`src/design/port_ctrl_pkg.sv`:
```
// Constants and carrier types for the device-mode port control fields.
// Assumes a classic Wishbone slave with 32-bit data and one clock.
// How it works
// - Two-bit indicator field, read-write, reset zero: off, amber, green, undefined.
// - Writing the indicator field also updates the indicator output register.
// - Four-bit test field, read-write, reset zero; nonzero means test mode.
// - Test codes: J, K, NAK, packet, forced HS, forced FS; others invalid.
// - A forced-enable code at once marks the port connected and enabled.
// - Writing code zero lets port state machines continue from their state.
// - Three wake-enable bits always read zero and do nothing in device role.
// - Writing one to the clock-disable bit gates the PHY clock; reads one.
// - Writing zero re-enables the PHY clock; reads zero; resets to zero.
// - A host resume clears the clock-disable bit and restores the clock.
package port_ctrl_pkg;

  // ----------------------------------------------------------------
  // Register map
  // ----------------------------------------------------------------
  localparam logic [7:0] PORT_REG_OFS   = 8'h00; // port_status_control
  localparam logic [7:0] IND_OUT_OFS    = 8'h04; // indicator_output_reg
  localparam logic [7:0] STATUS_OFS     = 8'h08; // port drive status
  localparam int         IND_LSB        = 14;
  localparam int         TEST_LSB       = 16;
  localparam int         WAKE_CN_BIT    = 20;
  localparam int         WAKE_DC_BIT    = 21;
  localparam int         WAKE_OC_BIT    = 22;
  localparam int         CLK_OFF_BIT    = 23;
  localparam logic [1:0] IND_RESET      = 2'h0;
  localparam logic [3:0] TEST_RESET     = 4'h0;

  // ----------------------------------------------------------------
  // Field encodings
  // ----------------------------------------------------------------
  localparam logic [1:0] IND_OFF        = 2'h0;
  localparam logic [1:0] IND_AMBER      = 2'h1;
  localparam logic [1:0] IND_GREEN      = 2'h2;
  localparam logic [3:0] TEST_DISABLE   = 4'h0;
  localparam logic [3:0] TEST_J         = 4'h1;
  localparam logic [3:0] TEST_K         = 4'h2;
  localparam logic [3:0] TEST_NAK       = 4'h3;
  localparam logic [3:0] TEST_PACKET    = 4'h4;
  localparam logic [3:0] forced_highspeed_code = 4'h5;
  localparam logic [3:0] forced_fullspeed_code = 4'h6;

  // Pattern driven toward the line logic
  typedef enum logic [2:0] {PAT_NONE, PAT_J, PAT_K, PAT_NAK, PAT_PACKET} pattern_e;

  // Indicator lamp outputs
  typedef struct packed {
    logic amber;
    logic green;
  } lamp_s;

  // Forced connection request toward port state machines
  typedef struct packed {
    logic force_en;   // Hold port connected and enabled
    logic highspeed;  // Selected speed: 1 HS, 0 FS
  } force_s;

  // All block state
  typedef struct packed {
    logic [1:0] indicator_select;
    logic [1:0] ind_out;
    logic [3:0] test_control;
    logic       phy_clock_disable;
    logic       ack;
    logic [31:0] rdata;
    logic       resume_s1;
    logic       resume_s2;
  } state_s;

endpackage

```
`src/design/usb_port_ctrl_device_fields.sv`:
```
// Device-mode indicator, test control and PHY clock gating fields.
// Assumes Wishbone classic master; resume level arrives asynchronous.
`timescale 1ns/100ps
module usb_port_ctrl_device_fields (
  // Clock and reset
  input  wire  logic                    core_clk_i,
  input  wire  logic                    arst_n_i,
  // Wishbone slave
  input  wire  logic                    wb_cyc_i,
  input  wire  logic                    wb_stb_i,
  input  wire  logic                    wb_we_i,
  input  wire  logic [7:0]              wb_adr_i,
  input  wire  logic [3:0]              wb_sel_i,
  input  wire  logic [31:0]             wb_dat_i,
  output logic       [31:0]             wb_dat_o,
  output logic                          wb_ack_o,
  // Link side
  input  wire  logic                    host_resume_i,
  input  wire  logic                    phy_clk_i,
  output logic                          phy_clk_o,
  output logic                          phy_clk_gated_o,
  output port_ctrl_pkg::lamp_s          lamp_o,
  output port_ctrl_pkg::force_s         force_o,
  output port_ctrl_pkg::pattern_e       pattern_o,
  output logic                          test_mode_o
);
  import port_ctrl_pkg::*;

  state_s q;
  state_s d;
  logic   hit;
  logic   wr;
  logic   resume_seen;
  logic [31:0] port_reg_rd;

  // ----------------------------------------------------------------
  // Bus decode
  // ----------------------------------------------------------------
  // Request taken on first edge; a write lands on the edge that sees ack
  assign hit = wb_cyc_i & wb_stb_i & ~q.ack;
  assign wr  = wb_cyc_i & wb_stb_i & q.ack & wb_we_i;
  assign resume_seen = q.resume_s2;

  // Assemble the port register; wake bits stay zero
  always_comb begin
    port_reg_rd = 32'h0000_0000;
    port_reg_rd[IND_LSB +: 2]  = q.indicator_select;
    port_reg_rd[TEST_LSB +: 4] = q.test_control;
    port_reg_rd[WAKE_CN_BIT]   = 1'b0;
    port_reg_rd[WAKE_DC_BIT]   = 1'b0;
    port_reg_rd[WAKE_OC_BIT]   = 1'b0;
    port_reg_rd[CLK_OFF_BIT]   = q.phy_clock_disable;
  end

  // ----------------------------------------------------------------
  // Next state
  // ----------------------------------------------------------------
  always_comb begin
    d = q;
    d.resume_s1 = host_resume_i;
    d.resume_s2 = q.resume_s1;
    d.ack = hit;
    if (hit && !wb_we_i) begin
      unique case (wb_adr_i)
        PORT_REG_OFS: d.rdata = port_reg_rd;
        IND_OUT_OFS: d.rdata = {30'h0, q.ind_out};
        STATUS_OFS: d.rdata = {28'h0, test_mode_o, force_o.force_en,
                               force_o.highspeed, q.phy_clock_disable};
        default: d.rdata = 32'h0000_0000;
      endcase
    end
    if (wr && wb_adr_i == PORT_REG_OFS) begin
      if (wb_sel_i[1]) begin
        d.indicator_select = wb_dat_i[IND_LSB +: 2];
        d.ind_out = wb_dat_i[IND_LSB +: 2];
      end
      if (wb_sel_i[2]) begin
        d.test_control = wb_dat_i[TEST_LSB +: 4];
        d.phy_clock_disable = wb_dat_i[CLK_OFF_BIT];
      end
    end
    if (wr && wb_adr_i == IND_OUT_OFS && wb_sel_i[0]) begin
      d.ind_out = wb_dat_i[1:0];
    end
    // Host resume wins over a software write
    if (resume_seen) begin
      d.phy_clock_disable = 1'b0;
    end
  end

  // State register
  always_ff @(posedge core_clk_i or negedge arst_n_i) begin
    if (!arst_n_i) begin
      q <= '0;
      q.indicator_select <= IND_RESET;
      q.test_control <= TEST_RESET;
      q.phy_clock_disable <= 1'b0;
    end else begin
      q <= d;
    end
  end

  // ----------------------------------------------------------------
  // Outputs
  // ----------------------------------------------------------------
  assign wb_ack_o = q.ack;
  assign wb_dat_o = q.rdata;

  // Clock gate: low while disabled, runs again when cleared
  assign phy_clk_gated_o = q.phy_clock_disable;
  assign phy_clk_o = phy_clk_i & ~q.phy_clock_disable;

  // Lamp decode; code 11 lights nothing
  assign lamp_o.amber = (q.ind_out == IND_AMBER);
  assign lamp_o.green = (q.ind_out == IND_GREEN);

  // Test field decode
  assign test_mode_o = (q.test_control != TEST_DISABLE);

  // Forced enable; dropping it returns control to port logic as is
  always_comb begin
    force_o.force_en = 1'b0;
    force_o.highspeed = 1'b0;
    pattern_o = PAT_NONE;
    unique case (q.test_control)
      TEST_J: pattern_o = PAT_J;
      TEST_K: pattern_o = PAT_K;
      TEST_NAK: pattern_o = PAT_NAK;
      TEST_PACKET: pattern_o = PAT_PACKET;
      forced_highspeed_code: begin
        force_o.force_en = 1'b1;
        force_o.highspeed = 1'b1;
      end
      forced_fullspeed_code: force_o.force_en = 1'b1;
      default: pattern_o = PAT_NONE;
    endcase
  end

endmodule

```
`config.mk`:
```
export PLATFORM = sky130hd
export DESIGN_NAME = usb_port_ctrl_device_fields
export DESIGN_NICKNAME = d
export VERILOG_FILES = /design/src/design/port_ctrl_pkg.sv /design/src/design/usb_port_ctrl_device_fields.sv
export SDC_FILE = /design/constraint.sdc
export NUM_CORES = 1
export LEC_CHECK = 0
export BUFFER_PORTS_ARGS = -buffer_cell sky130_fd_sc_hd__buf_2
export CAP_MARGIN = 20
export CORE_ASPECT_RATIO = 1.75
export CORE_UTILIZATION = 40
export DETAILED_ROUTE_END_ITERATION = 12
export PLACE_DENSITY = 0.83
export SETUP_SLACK_MARGIN = 0.05
export SLEW_MARGIN = 0
export SYNTH_ARGS = -nofsm -noshare
export SYNTH_HDL_FRONTEND = slang
export SYNTH_SLANG_ARGS = --single-unit
```
`constraint.sdc`:
```
create_clock -name core_clk_i -period 1.9 [get_ports core_clk_i]
set_clock_uncertainty 0.05 [all_clocks]
set_input_delay 0.19 -clock core_clk_i [delete_from_list [all_inputs] [get_ports core_clk_i]]
set_output_delay 0.19 -clock core_clk_i [all_outputs]
set_load 0.02 [all_outputs]
```
After elaboration in Yosys (flattened, before gate mapping)
Cells that the tools add are included.
Widths: inputs -> output; s select.
{"block": "word_totals", "regBits": 44, "latch_bits": 0, "ram_bits": 0, "mem_bits_ro": 0, "in_bits": 51, "out_inout_bits": 43, "elab_cells": 50, "memories": 0}
{"block": "op_classes", "addsub": 0, "mul": 0, "div_mod_pow": 0, "n_lt_le_gt_ge": 0, "eq_ne": 10, "shift": 0, "n_mux": 9, "bitwise": 7, "reduce_logical": 16}
{"operator": "$pmux 24 s3", "n": 1}
{"operator": "$eq 4x3->1 const B", "n": 3}
{"operator": "$pmux 3 s4", "n": 1}
{"operator": "$eq 4x2->1 const B", "n": 2}
{"operator": "$eq 8x3->1 const B", "n": 1}
{"operator": "$eq 8x4->1 const B", "n": 1}
{"operator": "$logic_not 8->1", "n": 1}
{"operator": "$reduce_and 2->1", "n": 4}
{"operator": "$reduce_bool 2->1", "n": 4}
{"operator": "$mux 7", "n": 1}
{"operator": "$and 1x1->1", "n": 5}
{"operator": "$mux 5", "n": 1}
{"operator": "$eq 4x1->1 const B", "n": 1}
{"operator": "$logic_and 1x1->1", "n": 4}
{"operator": "$mux 2", "n": 2}
{"operator": "$reduce_bool 4->1", "n": 1}
{"operator": "$mux 1", "n": 3}
{"operator": "$eq 2x1->1 const B", "n": 1}
{"operator": "$eq 2x2->1 const B", "n": 1}
{"operator": "$not 1->1", "n": 2}
{"operator": "$reduce_or 2->1", "n": 1}
{"operator": "$logic_not 1->1", "n": 1}

Logic depth before layout (Yosys ltp)
{"block": "logic_depth", "ltp_word": 7, "depth_mapped": 5, "mapped_depth_nobuf": 4}

Worst setup path after synthesis
No wires, ideal clock.
{"block": "synth_path", "kind": "input to register", "startpoint": "in wb_adr_i[5]", "endpoint": "reg q (netlist bit port_reg_rd[16])", "setup_ns": 0.125, "t_arrival_ns": 1.516, "t_required_ns": 1.725, "path_slack_ns": 0.209, "stages": 3, "n_path_buf": 0, "cell_sequence": "or4_4 > nor4_4 > mux2_2"}
{"block": "synth_between", "elab_chain_cells": 3}
{"item": "start, declared", "line": "usb_port_ctrl_device_fields.sv:12", "text": "input wire logic [7:0] wb_adr_i,"}
{"item": "$logic_not 8->1", "line": "usb_port_ctrl_device_fields.sv:72", "text": "if (wr && wb_adr_i == PORT_REG_OFS) begin"}
{"item": "$logic_and 1x1->1", "line": "usb_port_ctrl_device_fields.sv:72"}
{"item": "$reduce_and 2->1 (no line)"}
{"item": "end, declared", "line": "usb_port_ctrl_device_fields.sv:29", "text": "state_s q;"}
Every way passes these cells.
A chain may end at the register's enable or synchronous reset.

Final worst setup path
{"block": "layout_path", "startpoint": "reg q (netlist bit port_reg_rd[16])", "endpoint": "out test_mode_o"}
{"block": "layout_between", "elab_chain_cells": 1}
{"item": "$reduce_bool 4->1", "line": "usb_port_ctrl_device_fields.sv:118", "text": "assign test_mode_o = (q.test_control != TEST_DISABLE);"}
{"item": "end, declared", "line": "usb_port_ctrl_device_fields.sv:25", "text": "output logic test_mode_o"}
Every way passes these cells.

==> results.sh <==
export IMPL_syn_inst=122
export IMPL_std_cell_rows=27
export IMPL_vdd_ir_drop_max_mv=0.527
export IMPL_arrival_ns=1.50
export IMPL_n_antenna_cell=0
export IMPL_antenna_found_initial=0
export IMPL_num_io_pins=94
export IMPL_clock_fmax_mhz=576
export IMPL_min_path_type="in -> reg"
export IMPL_grt_ovfl_total=0
export IMPL_drc=0
export IMPL_synth_area_leaders="dfrtp_1 (45%), buf_4 (19%), mux2_2 (5.2%), a22o_1 (4.7%), nand2_1 (2.6%)"
export IMPL_critPathKind="reg -> out"
export IMPL_vias=958
export IMPL_nFillCells=322
export IMPL_grt_total_usage_pct=14.8
export IMPL_cts_resized=0
export IMPL_comb_power_share_pct=11.9
export IMPL_syn_area_um2=1290
export IMPL_fin_setup_tns_ns=0
export IMPL_wl_um=2350
export IMPL_grt_pass1_wl_um=3750
export IMPL_via_per_inst=4.61
export IMPL_clock_sinks=23
export IMPL_cts_setup_buffers=0
export IMPL_p_int_mw=0.670
export IMPL_synth_edf_count=0
export IMPL_numCtsBuffers=3
export IMPL_grt_pass1_vias=905
export IMPL_synth_async_sr_flop_share_pct=100
export IMPL_synthTopCellsByCount="buf_4 (32), dfrtp_1 (23), nand2_1 (9)"
export IMPL_die_y_um=77.2
export IMPL_timing_final_hold_violations=0
export IMPL_worstSkewPairLatency_ns=0.26
export IMPL_dr_pass1_iters=3
export IMPL_initial_core_util_pct=41.6
export IMPL_run_status="finished clean"
export IMPL_rsz0062_at_grt="false"
export IMPL_yosysMostFrequentCell="buf_4"
export IMPL_cts_buffer_depth=2
export IMPL_clkTransAtPathRegs_ns=0.08
export IMPL_crit_required_ns=1.66
export IMPL_multi_input_area_um2=544
export IMPL_drt_wirelength_per_cell_um=11.3
export IMPL_cts_tree="done"
export IMPL_worstPathMaxFanout=7
export IMPL_ant_nets=0
export IMPL_placed_area_um2=1440
export IMPL_min_period_ns=1.74
export IMPL_fin_util_pct=48.3
export IMPL_seqCellArea_um2=576
export IMPL_yosysSeqAreaShare_pct=44.5
export IMPL_die_x_um=45.0
export IMPL_ctsHoldBuffers=2
export IMPL_synth_top_cell_area_share_pct=44.5
export IMPL_syn_area_per_cell_um2=10.6
export IMPL_clk_root_buffer_cell="clkbuf_8"
export IMPL_end_kind="primary output"
export IMPL_io_buffers=48
export IMPL_finalSetupViolCount=0
export IMPL_r2r_setup_slack_ns=0.37
export IMPL_critPathLaunchType="register"
export IMPL_syn_to_final_growth_pct=16.3
export IMPL_p_leak_nw=0.811
export IMPL_core_area_um2=3110
export IMPL_p_seq_share_pct=55.4
export IMPL_power_density_nw_per_um2=595
export IMPL_place_congestion=0.854
export IMPL_finalInstanceArea_um2=1500
export IMPL_drt_initial_drc_count=31
export IMPL_post_route_period_util_pct=91.4
export IMPL_fp_dieArea_um2=3470
export IMPL_htreeDepth=1
export IMPL_net_switching_power_mw=0.224
export IMPL_sw_frac_of_total_pct=25.1
export IMPL_grt_max_degree=24
export IMPL_drv_slew=0
export IMPL_maxCapViolCount=0
export IMPL_synth_largest_area_cell="dfrtp_1"
export IMPL_ys_ff_latch=23
export IMPL_fin_nets=217
export IMPL_power_total_mw=0.894
export IMPL_synth_distinct_cells=32
export IMPL_pwr_share_clk_pct=32.7
export IMPL_drive_above_1_share_pct=40.6
export IMPL_yosys_warnings=0
export IMPL_synthFlopType="dfrtp_1"
export IMPL_hpwl_um=1980
export IMPL_holdWs_ns=0.114
[routing by layer]
metal / part of all wire [%] / routed length (um) / global-route usage (%)
met5: 0 / 0 / 0
met4: 3.8 / 89 / 9.39
met3: 5.5 / 129 / 2.59
met2: 54 / 1260 / 25.4
met1: 37 / 871 / 15.4
[cells by family after synthesis]
kind of cell / count (synthesis) / share of synthesized area, %
DFF: 23 / 44.5
AOI/OAI and AO/OA: 16 / 9.68
muxes: 7 / 6.00
buffers and inverters: 34 / 19.2
and+or+nand+nor: 40 / 19.7
xor gates and xnor gates: 1 / 0.678
other: 1 / 0.290
[sequential cells by signal, summed over array words and instances, names as in the netlist]
| name | count |
|---|---|
| wb_dat_o | 11 |
| phy_clk_gated_o | 1 |
| port_reg_rd | 6 |
| wb_ack_o | 1 |
| d | 1 |
| resume_seen | 1 |
| q | 2 |
[layout make-up]
class                   count  area share, %
clock buffers               3           2.75
multi-input cells          85           36.2
well taps                  43           3.58
flip-flops and latches     23           38.3
clock inverters             1          0.333
repair buffers             53           18.8
[power groups by stage]
stage | Clock (mW) | Sequential (mW) | Combinational [mW]
2_1_floorplan | 0 | 0.506 | 0.0895
3_3_place_gp | 0 | 0.505 | 0.102
3_5_place_dp | 0 | 0.505 | 0.103
4_1_cts | 0.298 | 0.495 | 0.106
5_1_grt | 0.323 | 0.496 | 0.116
6_report | 0.292 | 0.495 | 0.107
[path summary, 6_finish.rpt]
kind,endpoint,from,cells after the start
worst min register to register,resume_seen,d[0],0
worst max register to register,port_reg_rd[16],wb_ack_o,4
min in group asynchronous,wb_dat_o[23],arst_n_i,2
worst min-delay path,port_reg_rd[19],wb_dat_i[19],2
worst max-delay path,test_mode_o,port_reg_rd[16],2
max in group asynchronous,port_reg_rd[16],arst_n_i,2
[worst max-delay path, stage by stage, from the launching register on]
cell	delay (ns)
dfrtp_1	0.44
or4_1	0.60
buf_2	0.19
[placed cells by master, fill, tap and decap left out, types with 2 or more instances in the layout]
cell type,count
a221o_1,2
a22o_1,7
a22oi_1,2
and2_1,2
buf_2,48
buf_4,3
clkbuf_8,3
conb_1,21
dfrtp_1,23
dlygate4sd3_1,2
mux2_2,6
nand2_1,9
nor2_1,5
nor2b_1,5
nor3_1,2
nor3b_1,3
o21ai_0,4
[per-stage QoR]
step | worst slack (ns) | std cells
6_report | 0.164 | 208
5_1_grt | 0.117 | 208
4_1_cts | 0.165 | 208
3_5_place_dp | 0.0781 | 202
3_3_place_gp | 0.0993 | 202
2_1_floorplan | 0.209 | 142
Note: power is estimated with default switching activity, not from simulation.
